==> config.mk <==
export PLATFORM = sky130hd
export DESIGN_NAME = ucrd_port
export DESIGN_NICKNAME = d
export VERILOG_FILES = /design/src/ucrd_pkg.sv /design/src/ucrd_port.sv
export SDC_FILE = /design/constraint.sdc
export NUM_CORES = 1
export LEC_CHECK = 0
export ABC_AREA = 0
export BUFFER_PORTS_ARGS = -buffer_cell sky130_fd_sc_hd__clkbuf_2
export CORE_UTILIZATION = 40
export CTS_CLUSTER_SIZE = 20
export DETAILED_ROUTE_END_ITERATION = 12
export PLACE_DENSITY_LB_ADDON = 0.08
export SYNTH_ARGS = -nofsm -noshare
export SYNTH_HDL_FRONTEND = slang
export SYNTH_SLANG_ARGS = --single-unit
==> constraint.sdc <==
create_clock -name mclk_i -period 3.8 [get_ports mclk_i]
set_input_delay 0.19 -clock mclk_i [delete_from_list [all_inputs] [get_ports mclk_i]]
set_output_delay 0.19 -clock mclk_i [all_outputs]
set_load 0.02 [all_outputs]
==> src/ucrd_pkg.sv <==
`default_nettype none
package ucrd_pkg;
  // Widths of the word bus and the select address
  localparam int WORD_W = 16;
  localparam int ADDR_W = 5;
  // Words in one cell on the 16-bit bus
  localparam int CELL_WORDS = 27;
  // Parity sense: 0 even, 1 odd; reset value is even
  localparam logic PAR_EVEN = 1'h0;
  localparam logic PAR_ODD = 1'h1;
  localparam logic PAR_RESET = PAR_EVEN;
  // Word counter width and constants; cells of up to 32 words fit
  localparam int WCNT_W = 5;
  localparam logic [WCNT_W-1:0] WCNT_ZERO = 5'h00;
  localparam logic [WCNT_W-1:0] WCNT_ONE = 5'h01;
endpackage
`default_nettype wire

==> src/ucrd_port.sv <==
`timescale 1ns/1ps
`default_nettype none
module ucrd_port #(
  parameter int CELL_WORDS = ucrd_pkg::CELL_WORDS
) (
  // Clock and reset
  input wire logic mclk_i,
  input wire logic rst_i,
  // Master side
  input wire logic rx_read_enable_n_i,
  input wire logic [ucrd_pkg::ADDR_W-1:0] rx_select_address_i,
  input wire logic [ucrd_pkg::ADDR_W-1:0] device_poll_address_i,
  input wire logic any_phy_mode_select_i,
  // Configuration
  input wire logic parity_odd_i,
  input wire logic parity_load_i,
  // Cell buffer side
  input wire logic [ucrd_pkg::WORD_W-1:0] buf_word_i,
  output logic buf_pop_o,
  // Word bus pins
  output logic [ucrd_pkg::WORD_W-1:0] rx_cell_word_bus_o,
  output logic rx_cell_word_bus_oe_o,
  output logic rx_word_parity_o,
  output logic rx_word_parity_oe_o
);
  // Counter width; cells longer than the counter can hold are not
  // supported, so keep CELL_WORDS within its range
  localparam int CNT_W = ucrd_pkg::WCNT_W;
  // Index of the closing word of a cell, cut to the counter width
  localparam int LAST_INT = CELL_WORDS - 1;
  localparam logic [CNT_W-1:0] LAST_IDX = LAST_INT[CNT_W-1:0];

  // All state of the port, one packed record
  typedef struct packed {
    logic sel; // Selected for transfer
    logic enb_prev_hi; // Enable was high at the previous edge
    logic [CNT_W-1:0] wcnt; // Words sent in current cell
    logic par_odd; // Parity sense
    logic [ucrd_pkg::WORD_W-1:0] dat; // Word shown on the bus
    logic par; // Parity shown with that word
    logic oe; // Bus and parity are driven
    logic pend; // Any-phy: a word was taken, drive next cycle
    logic [ucrd_pkg::WORD_W-1:0] pdat; // Any-phy: word held one cycle
  } ucrd_state_t;

  // Registered state and its next value
  ucrd_state_t st_reg;
  ucrd_state_t st_next;
  // Decoded strobes, all combinational
  logic take; // A word leaves this cycle
  logic match; // Master addresses this device
  logic last; // Current word closes the cell

  // The master names this device by matching the static address
  assign match = (rx_select_address_i == device_poll_address_i);
  // A word leaves when selected and the enable is sampled low
  assign take = st_reg.sel && !rx_read_enable_n_i;
  // Counter at the closing index means this word ends the cell
  assign last = (st_reg.wcnt == LAST_IDX);
  // The buffer advances exactly once per word taken
  assign buf_pop_o = take;

  // Next-state logic: selection, counting, capture and drive
  always_comb begin
    // Default: hold everything
    st_next = st_reg;
    // Track the enable so a fresh selection can be told apart
    st_next.enb_prev_hi = rx_read_enable_n_i;
    // Sense may be loaded at any time; a load while a word stands
    // only affects the next word captured
    if (parity_load_i) begin
      st_next.par_odd = parity_odd_i;
    end
    // Selection follows the address only while the enable is high, so the address
    // seen at the last high sample decides the transfer
    if (rx_read_enable_n_i) begin
      st_next.sel = match;
    end
    // Word counting and end-of-cell handling
    if (take) begin
      if (last) begin
        // Wrap for the next cell
        st_next.wcnt = ucrd_pkg::WCNT_ZERO;
      end else begin
        // Step to the next word of the cell
        st_next.wcnt = st_reg.wcnt + ucrd_pkg::WCNT_ONE;
      end
      // Any-phy drops the selection after the closing word
      if (last && any_phy_mode_select_i) begin
        st_next.sel = 1'h0;
      end
    end
    if (any_phy_mode_select_i) begin
      // Word captured now, shown one cycle later; the extra stage
      // costs a register but keeps the pins straight off flops
      st_next.pend = take;
      st_next.pdat = buf_word_i;
      st_next.oe = st_reg.pend;
      if (st_reg.pend) begin
        // Parity bit makes the total over word and bit equal the sense
        st_next.dat = st_reg.pdat;
        st_next.par = ^st_reg.pdat ^ st_reg.par_odd;
      end
    end else begin
      // No extra stage: nothing is pending
      st_next.pend = 1'h0;
      st_next.oe = take;
      if (take) begin
        // Show the word right after the edge that took it
        st_next.dat = buf_word_i;
        st_next.par = ^buf_word_i ^ st_reg.par_odd;
      end
    end
  end

  // State register with synchronous reset
  always_ff @(posedge mclk_i) begin
    if (rst_i) begin
      // Quiet bus, no selection, even parity
      st_reg <= '0;
      st_reg.enb_prev_hi <= 1'h1;
      st_reg.par_odd <= ucrd_pkg::PAR_RESET;
    end else begin
      st_reg <= st_next;
    end
  end

  // Pins come straight from flip-flops; the enables tell the pads
  // when to let the shared bus float
  assign rx_cell_word_bus_o = st_reg.dat;
  assign rx_cell_word_bus_oe_o = st_reg.oe;
  assign rx_word_parity_o = st_reg.par;
  assign rx_word_parity_oe_o = st_reg.oe;

  // Mode low: a taken word is driven right after the edge
  chk_oe_follows_take: assert property (
    @(posedge mclk_i) disable iff (rst_i)
    !any_phy_mode_select_i && take |=> rx_cell_word_bus_oe_o)
    else $error("bus not driven after take");

  // Any-phy: a taken word is driven two edges later
  chk_anyphy_delay: assert property (
    @(posedge mclk_i) disable iff (rst_i)
    any_phy_mode_select_i && take |-> ##2 rx_cell_word_bus_oe_o)
    else $error("any-phy latency wrong");

  // Any-phy: a fresh take is not driven after only one edge
  chk_anyphy_no_early: assert property (
    @(posedge mclk_i) disable iff (rst_i)
    any_phy_mode_select_i && take && !st_reg.pend
    |=> !rx_cell_word_bus_oe_o)
    else $error("any-phy word driven too early");

  // Mode low: enable sampled high floats the bus at once
  chk_release_hi: assert property (
    @(posedge mclk_i) disable iff (rst_i)
    !any_phy_mode_select_i && rx_read_enable_n_i
    |=> !rx_cell_word_bus_oe_o)
    else $error("bus not released");

  // Any-phy: release follows the enable one cycle later
  chk_anyphy_release: assert property (
    @(posedge mclk_i) disable iff (rst_i)
    any_phy_mode_select_i && rx_read_enable_n_i
    |=> ##1 !rx_cell_word_bus_oe_o)
    else $error("any-phy bus not released");

  // Reset leaves the bus undriven and the port deselected
  chk_reset_quiet: assert property (
    @(posedge mclk_i)
    rst_i |=> !rx_cell_word_bus_oe_o && !st_reg.sel)
    else $error("bus active after reset");

  // Word plus parity bit carries the sense in force the cycle before it is driven
  chk_par_value: assert property (
    @(posedge mclk_i) disable iff (rst_i)
    rx_word_parity_oe_o |-> ((^rx_cell_word_bus_o ^ rx_word_parity_o)
    == $past(st_reg.par_odd)))
    else $error("parity wrong");

  // Mode low: parity is driven with the word
  chk_par_oe: assert property (
    @(posedge mclk_i) disable iff (rst_i)
    !any_phy_mode_select_i && take |=> rx_word_parity_oe_o)
    else $error("parity not driven after take");

  // Any-phy: parity takes the same extra cycle as the word
  chk_par_anyphy: assert property (
    @(posedge mclk_i) disable iff (rst_i)
    any_phy_mode_select_i && take |-> ##2 rx_word_parity_oe_o)
    else $error("any-phy parity latency wrong");

  // Any-phy: the closing word drops the selection
  chk_auto_desel: assert property (
    @(posedge mclk_i) disable iff (rst_i)
    any_phy_mode_select_i && take && last && !rx_read_enable_n_i
    |=> !st_reg.sel)
    else $error("no deselect after cell");

  // Any-phy: after the closing word no further word is taken
  chk_desel_quiet: assert property (
    @(posedge mclk_i) disable iff (rst_i)
    any_phy_mode_select_i && take && last |=> !buf_pop_o)
    else $error("word taken after cell end");

  // Matching address while the enable is high selects the port
  chk_select_match: assert property (
    @(posedge mclk_i) disable iff (rst_i)
    rx_read_enable_n_i && match |=> st_reg.sel)
    else $error("match did not select");

  // Another address while the enable is high deselects the port
  chk_deselect_miss: assert property (
    @(posedge mclk_i) disable iff (rst_i)
    rx_read_enable_n_i && !match |=> !st_reg.sel)
    else $error("mismatch did not deselect");

  // Selection only ever starts from a high enable sample
  chk_sel_at_high: assert property (
    @(posedge mclk_i) disable iff (rst_i)
    $rose(st_reg.sel) |-> st_reg.enb_prev_hi)
    else $error("selected while enable low");

  // Mode low: the bus shows the word taken at the previous edge
  chk_word_data: assert property (
    @(posedge mclk_i) disable iff (rst_i)
    !any_phy_mode_select_i && take
    |=> rx_cell_word_bus_o == $past(buf_word_i))
    else $error("word not presented");

  // Any-phy: the bus shows the word taken two edges before
  chk_anyphy_word: assert property (
    @(posedge mclk_i) disable iff (rst_i)
    any_phy_mode_select_i && take
    |-> ##2 rx_cell_word_bus_o == $past(buf_word_i, 2))
    else $error("any-phy word not presented");

  // The closing word wraps the counter for the next cell
  chk_count_wrap: assert property (
    @(posedge mclk_i) disable iff (rst_i)
    take && last |=> st_reg.wcnt == ucrd_pkg::WCNT_ZERO)
    else $error("word counter did not wrap");

  // Reset leaves even parity selected
  chk_par_reset: assert property (
    @(posedge mclk_i)
    $past(rst_i) |-> st_reg.par_odd == ucrd_pkg::PAR_EVEN)
    else $error("parity sense reset wrong");
endmodule
`default_nettype wire

==> impl_results.rst, run 1 <==
.. list-table::
   :header-rows: 1

   * - Metric
     - Value
   * - Worst skew pair latency
     - 300 ps
   * - Share of the synthesized area in the top cell type
     - 39.0%
   * - Initial Util
     - 42.0%
   * - CTS Hold Bufs
     - 0
   * - DRC violations left
     - 0
   * - WS Path Type
     - register to register
   * - Worst slew margin relative to its limit
     - 28.7%
   * - Leakage power
     - between 0.001 and 0.0015 µW
   * - Post-detailed-placement half-perimeter wirelength
     - 2680 µm
   * - Worst vdd rail ir drop
     - ~230 µV
   * - Clock network fraction of design power
     - 41.2%
   * - TritonCTS clock tree
     - built
   * - Critical path launch point type
     - register
   * - Top-level port count
     - 52
   * - Worst-path maximum fanout
     - 34
   * - Mean instance size in the synthesized netlist
     - 9.80 µm²
   * - RSZ-0062 raised after global routing
     - no
   * - Diodes inserted
     - 0
   * - Synthesized Nets
     - between 200 and 300
   * - Violation count after the first detailed-routing iteration
     - 32
   * - Die height
     - 75.4 µm
   * - Gates resized, CTS repair
     - 0
   * - Most instantiated library cell after synthesis
     - dfxtp_1
   * - Share of cells above drive strength 1
     - 24.7%
   * - TNS Setup
     - 0 ps
   * - Cell-by-cell listing of the critical path
     - nand2b_1 > nor2_1 > or2_1 > nor2_1 > a211oi_1
   * - Sequential share of the synthesized area
     - 39.0%
   * - Filler-free cell count of the finished design
     - approximately 320
   * - Post-synth EDFFs
     - 0
   * - CTS Sinks
     - 42
   * - Detailed-routing iteration count for the pre-antenna-repair pass
     - 4
   * - Number of failing hold endpoints at the final stage
     - 0
   * - Buffer levels on the longest clock path
     - 2
   * - Die ar.
     - between 5000 and 6000 µm²
   * - Logic pwr share
     - 15.3%
   * - Wire length of the first global-routing pass
     - about 6000 µm
   * - Arrival time of the worst setup path
     - 2070 ps
   * - Leading post-synthesis cells by cell area
     - dfxtp_1 (39%), mux2i_1 (16%), xnor2_1 (9.3%), nor2_1 (7.0%), a211oi_1 (5.9%)
   * - Root buf cell
     - clkbuf_8
   * - Net switching fraction of the power
     - 22.5%
   * - Class of the tightest hold or removal check
     - input port to register
   * - Synthesized netlist cell count
     - 220
   * - Outcome
     - completed
   * - Transition at the pin with the smallest max-transition slack
     - roughly 1100 ps
   * - Port Buffers
     - just over 50
   * - CTS buffer count
     - 5
   * - Routability congestion estimate
     - 0.699
   * - Clock transition at the registers of the reported paths
     - 90 ps
   * - Switching power summed over all nets
     - about 240 µW
   * - Cell total after placement
     - 313
   * - Power density of the placed cells
     - 431 nW/µm²
   * - Post-CTS setup repair buffer count
     - 0
   * - Yosys reg bits
     - 42
   * - Number of setup violations in the final report
     - 0
   * - DR WL/cell
     - around 12 µm
   * - Internal power
     - 824 µW
   * - Async set-or-reset flop fraction in the synthesized netlist
     - 0%
   * - Data required time of the worst path
     - 4000 ps
   * - Cell area after technology mapping
     - approximately 2200 µm²
   * - GR Util All Layers
     - 14.4%
   * - Synth-to-Final Area Change
     - 14.4%
   * - Final clock period utilization by the worst path
     - between 40 and 50%
   * - Total overflow reported by the global router
     - 0
   * - Crit. End Element
     - register
   * - Max reg flops
     - 24
   * - Final count of pins violating max slew
     - 0
   * - Worst setup skew after layout
     - 9.42 ps
   * - Crit-path most repeated cell
     - nor2_1
   * - Die boundary width
     - 75.4 µm
   * - Layout net count
     - 284
   * - Yosys warning count
     - 0
   * - Most common flop cell mapped by yosys
     - dfxtp_1
   * - Number of rows in the core area
     - 26
   * - Post-synth cell types
     - 27
   * - Worst path max stage delay
     - 840 ps
   * - Aggregate routed wire length
     - 3720 µm
   * - Routed vias/inst
     - 4.66
   * - Core Footprint
     - a little over 5000 µm²
   * - Peak Freq
     - 0.537 GHz
   * - Post-layout min period
     - 1860 ps
   * - Critical-path cell with the highest stage delay
     - or2_1
   * - Largest net degree at the start of global routing
     - 39
   * - Detail Route Antenna Nets
     - 0
   * - Share of power burned in registers
     - 43.5%
   * - Number of antenna violations at the first check in global routing
     - 0
   * - Number of H-tree branching levels
     - 2
   * - Count of vias placed by the detailed router
     - between 1000 and 1500
   * - Ranking of synthesized cells by instance count
     - dfxtp_1 (42), nor2_1 (40), mux2i_1 (34)
   * - Most area-hungry cell type in the Yosys netlist
     - dfxtp_1
   * - Number of global-route vias before repair
     - between 1000 and 1500
   * - Number of maximum-capacitance constraint violations
     - 0
[cells by family after synthesis]
| family | count (synthesis) | synth area share (%) |
|---|---|---|
| compound gates | 22 | 8.00 |
| xor+xnor | 37 | 17.0 |
| fa+ha+maj | 2 | 1.16 |
| buf+inv | 31 | 8.82 |
| flops | 42 | 39.0 |
| mux | 34 | 15.8 |
| simple gates | 52 | 10.3 |
[layout make-up]
cell class / instances / area, µm²
Inverter: 2 / 7.51
Multi-Input combinational cell: 147 / 1130
Clock inverter: 2 / 60.1
Sequential cell: 42 / 841
Tap cell: 70 / 87.6
Fill cell: 536 / 2670
Clock buffer: 6 / 82.6
Timing Repair Buffer: 52 / 263
[worst max-delay path, delay by kind of cell (launching register included)]
| family | cells | cell delay [ps] |
|---|---|---|
| simple gates | 4 | 1200 |
| flops | 1 | 310 |
| compound gates | 1 | 240 |
[cells in the final DEF, fill, tap and decap left out, drive strengths merged]
cell,netlist,layout
nor2b,2,2
clkbuf,4,57
nor4,1,1
a211oi,18,18
bufinv,0,2
xnor3,3,3
buf,25,1
a41oi,1,1
clkinv,1,1
nand2,2,2
xnor2,23,23
ha,2,2
nand2b,2,2
a41o,1,1
xor2,11,11
o21bai,1,1
mux2i,34,34
inv,1,1
or2,1,1
a31oi,1,1
nor2,40,40
dfxtp,42,42
nand4,2,2
nor3b,1,1
and2,1,1
[metal layers]
| layer | global-route usage [%] | wire (µm) | vias up |
|---|---|---|---|
| li1 | - | - | 789 |
| met1 | 19.3 | 1900 | 655 |
| met2 | 21.0 | 1540 | 44 |
| met3 | 3.97 | 214 | 7 |
| met4 | 7.41 | 74 | 0 |
| met5 | 0 | 0 | - |
[through the flow]
stage	setup slack [ps]	utilization (%)	area (µm²)	hold slack, ps	power, µW
5_1_grt	1750	48.0	2470	147	1120
4_1_cts	1910	48.0	2470	131	1080
3_3_place_gp	1660	45.2	2320	445	638
6_report	1940	48.0	2470	134	1060
3_5_place_dp	1650	45.2	2320	456	638
2_1_floorplan	2340	-	2160	337	598
[path summary, 6_finish.rpt]
path,from,end,slack (ps),cells after the start
setup reg to reg,st_reg[42]$_SDFF_PP0_,rx_cell_word_bus_o[15]$_SDFFE_PP0P_,1940,5
hold reg to reg,rx_cell_word_bus_o[12]$_SDFFE_PP0P_,rx_cell_word_bus_o[12]$_SDFFE_PP0P_,500,2
setup / recovery,st_reg[42]$_SDFF_PP0_,rx_cell_word_bus_o[15]$_SDFFE_PP0P_,1940,5
hold / removal,parity_odd_i,st_reg[35]$_SDFFE_PP0P_,130,3
[power by group through the flow]
stage / Sequential [µW] / Combinational (µW) / Clock (µW)
after floorplan: 471 / 128 / 0
after global placement: 472 / 166 / 0
after detailed placement: 473 / 165 / 0
after CTS: 462 / 167 / 451
after global routing: 464 / 181 / 471
final: 462 / 163 / 438
Power figures use the tool's default switching activity.
==> run 2, diff against run 1 <==
==> constraint.sdc (replaced) <==
create_clock -name mclk_i -period 1.95 [get_ports mclk_i]
set_input_delay 0.0975 -clock mclk_i [delete_from_list [all_inputs] [get_ports mclk_i]]
set_output_delay 0.0975 -clock mclk_i [all_outputs]
set_load 0.02 [all_outputs]
==> impl_results.rst, run 2 (synthesis gave the netlist of run 1 again) <==
.. list-table::
   :header-rows: 1

   * - Metric
     - Value
   * - Outcome
     - completed
   * - TNS Setup
     - 0 ps
   * - Share of the core filled with cells in the final layout
     - 47.4%
   * - Power density of the placed cells
     - 732 nW/µm²
   * - TritonCTS clock tree
     - built
   * - Max reg flops
     - 24
   * - Peak Freq
     - around 0.64 GHz
   * - Worst vdd rail ir drop
     - 335 µV
   * - Layout net count
     - 288
   * - RSZ-0062 raised after global routing
     - no
   * - Number of maximum-capacitance constraint violations
     - 0
   * - Number of failing hold endpoints at the final stage
     - 0
   * - DRC violations left
     - 0
   * - Number of antenna violations at the first check in global routing
     - 0
   * - Die ar.
     - 5690 µm²
   * - Routability congestion estimate
     - 0.709
   * - Crit-path most repeated cell
     - xnor2_1
   * - Worst slew margin relative to its limit
     - between 70% and 80%
   * - Number of global-route vias before repair
     - 1316
   * - Initial Util
     - 42.0%
   * - CTS buffer count
     - 5
   * - Filler Cell Count
     - about 540
   * - Top-level port count
     - 52
   * - Worst skew pair latency
     - 290 ps
   * - Most common library cell in the layout ignoring fill and taps
     - clkbuf_2
   * - Count of vias placed by the detailed router
     - 1501
   * - Violation count after the first detailed-routing iteration
     - 56
   * - Number of rows in the core area
     - 26
   * - Worst path max stage delay
     - 430 ps
   * - Port Buffers
     - between 50 and 60
   * - Arrival time of the worst setup path
     - around 1800 ps
   * - Aggregate routed wire length
     - 3910 µm
   * - Class of the tightest hold or removal check
     - input port to register
   * - CTS Hold Bufs
     - 0
   * - Post-detailed-placement half-perimeter wirelength
     - 2810 µm
   * - Share of cells above drive strength 1
     - between 20% and 30%
   * - Number of setup violations in the final report
     - 0
   * - Launch point of the worst path
     - st_reg[5]$_SDFFE_PP0P_
   * - CTS Sinks
     - 42
   * - Worst-path maximum fanout
     - 3
   * - Cell-by-cell listing of the critical path
     - xor2_1 > xnor2_1 > xnor3_2 > xnor2_1 > a211oi_2
   * - WS Path Type
     - register to register
   * - Leakage power
     - 0.00109 µW
   * - Routed vias/inst
     - 4.65
   * - Die boundary width
     - about 75 µm
   * - DR WL/cell
     - 12.1 µm
   * - Synth-to-Final Area Change
     - 13.0%
   * - Transition at the pin with the smallest max-transition slack
     - slightly below 400 ps
   * - Critical path launch point type
     - register
   * - Buffer levels on the longest clock path
     - 2
   * - Detail Route Antenna Nets
     - 0
   * - Root buf cell
     - clkbuf_8
   * - Data required time of the worst path
     - 2170 ps
   * - Wire length of the first global-routing pass
     - 6170 µm
   * - Gates resized, CTS repair
     - 0
   * - Largest net degree at the start of global routing
     - 25
   * - Worst setup skew after layout
     - around 4.4 ps
   * - Die height
     - 75.4 µm
   * - Detailed-routing iteration count for the pre-antenna-repair pass
     - 2
   * - Crit. End Element
     - register
   * - Post-CTS setup repair buffer count
     - 0
   * - Critical-path cell with the highest stage delay
     - xnor3_2
   * - Min-Delay Startpoint
     - parity_odd_i
   * - Crit Reg-Reg Startpoint
     - st_reg[5]$_SDFFE_PP0P_
   * - Most frequent cells in the layout
     - clkbuf_2 (51), dfxtp_1 (42), nor2_1 (40)
   * - Final count of pins violating max slew
     - 0
   * - Diodes inserted
     - 0
   * - Number of H-tree branching levels
     - 2
   * - Core Footprint
     - 5140 µm²
   * - Total overflow reported by the global router
     - 0
   * - GR Util All Layers
     - 14.8%
   * - Clock transition at the registers of the reported paths
     - 80 ps
   * - Final clock period utilization by the worst path
     - roughly 80%
   * - Post-layout min period
     - 1550 ps
## run 2: worst paths after layout
path / to / slack (ps) / depth (start not counted)
setup / recovery: rx_word_parity_o$_SDFFE_PP0P_ / 400 / 5
hold / removal: st_reg[35]$_SDFFE_PP0P_ / 60 / 3
setup reg to reg: rx_word_parity_o$_SDFFE_PP0P_ / 400 / 5
hold reg to reg: rx_cell_word_bus_o[7]$_SDFFE_PP0P_ / 500 / 2
## run 2: cell type report
type / instances / area [µm²] / share of cell area (%)
clock buffers: 6 / 82.6 / 3.39
repair buffers: 56 / 293 / 12.0
flip-flops and latches: 42 / 841 / 34.5
well taps: 70 / 87.6 / 3.59
multi-input cells: 147 / 1130 / 46.2
inverters: 2 / 7.51 / 0.308
## run 2: metrics by stage
step	instance area, µm²	total power (µW)	std cells	worst slack [ps]	hold WS [ps]
6_report	2440	1780	323	397	58.2
3_3_place_gp	2350	1250	317	436	352
4_1_cts	2440	1810	323	392	62.6
3_5_place_dp	2350	1250	317	417	371
5_1_grt	2440	1880	323	345	77.3
2_1_floorplan	2160	1170	220	485	245
## run 2: power by group
| part | leakage, µW | internal (µW) | switching (µW) |
|---|---|---|---|
| Clock | 0.0000431 | 273 | 289 |
| Sequential | 0.000342 | 881 | 20.2 |
| Combinational | 0.000703 | 181 | 139 |
| Total | 0.00109 | 1340 | 449 |
## run 2: per-layer routing
| layer | vias to the layer above | GRT usage [%] | routed length, µm |
|---|---|---|---|
| met5 | - | 0 | 0 |
| met4 | 0 | 4.94 | 48 |
| met3 | 5 | 5.29 | 211 |
| met2 | 41 | 22.7 | 1680 |
| met1 | 658 | 19.4 | 1970 |
| li1 | 797 | - | - |
## run 2: worst max-delay path, delay by kind of cell, from the launching register on
kind / cells / cell delay [ps]
xor gates and xnor gates: 4 / 900
DFF: 1 / 380
AOI/OAI and AO/OA: 1 / 200
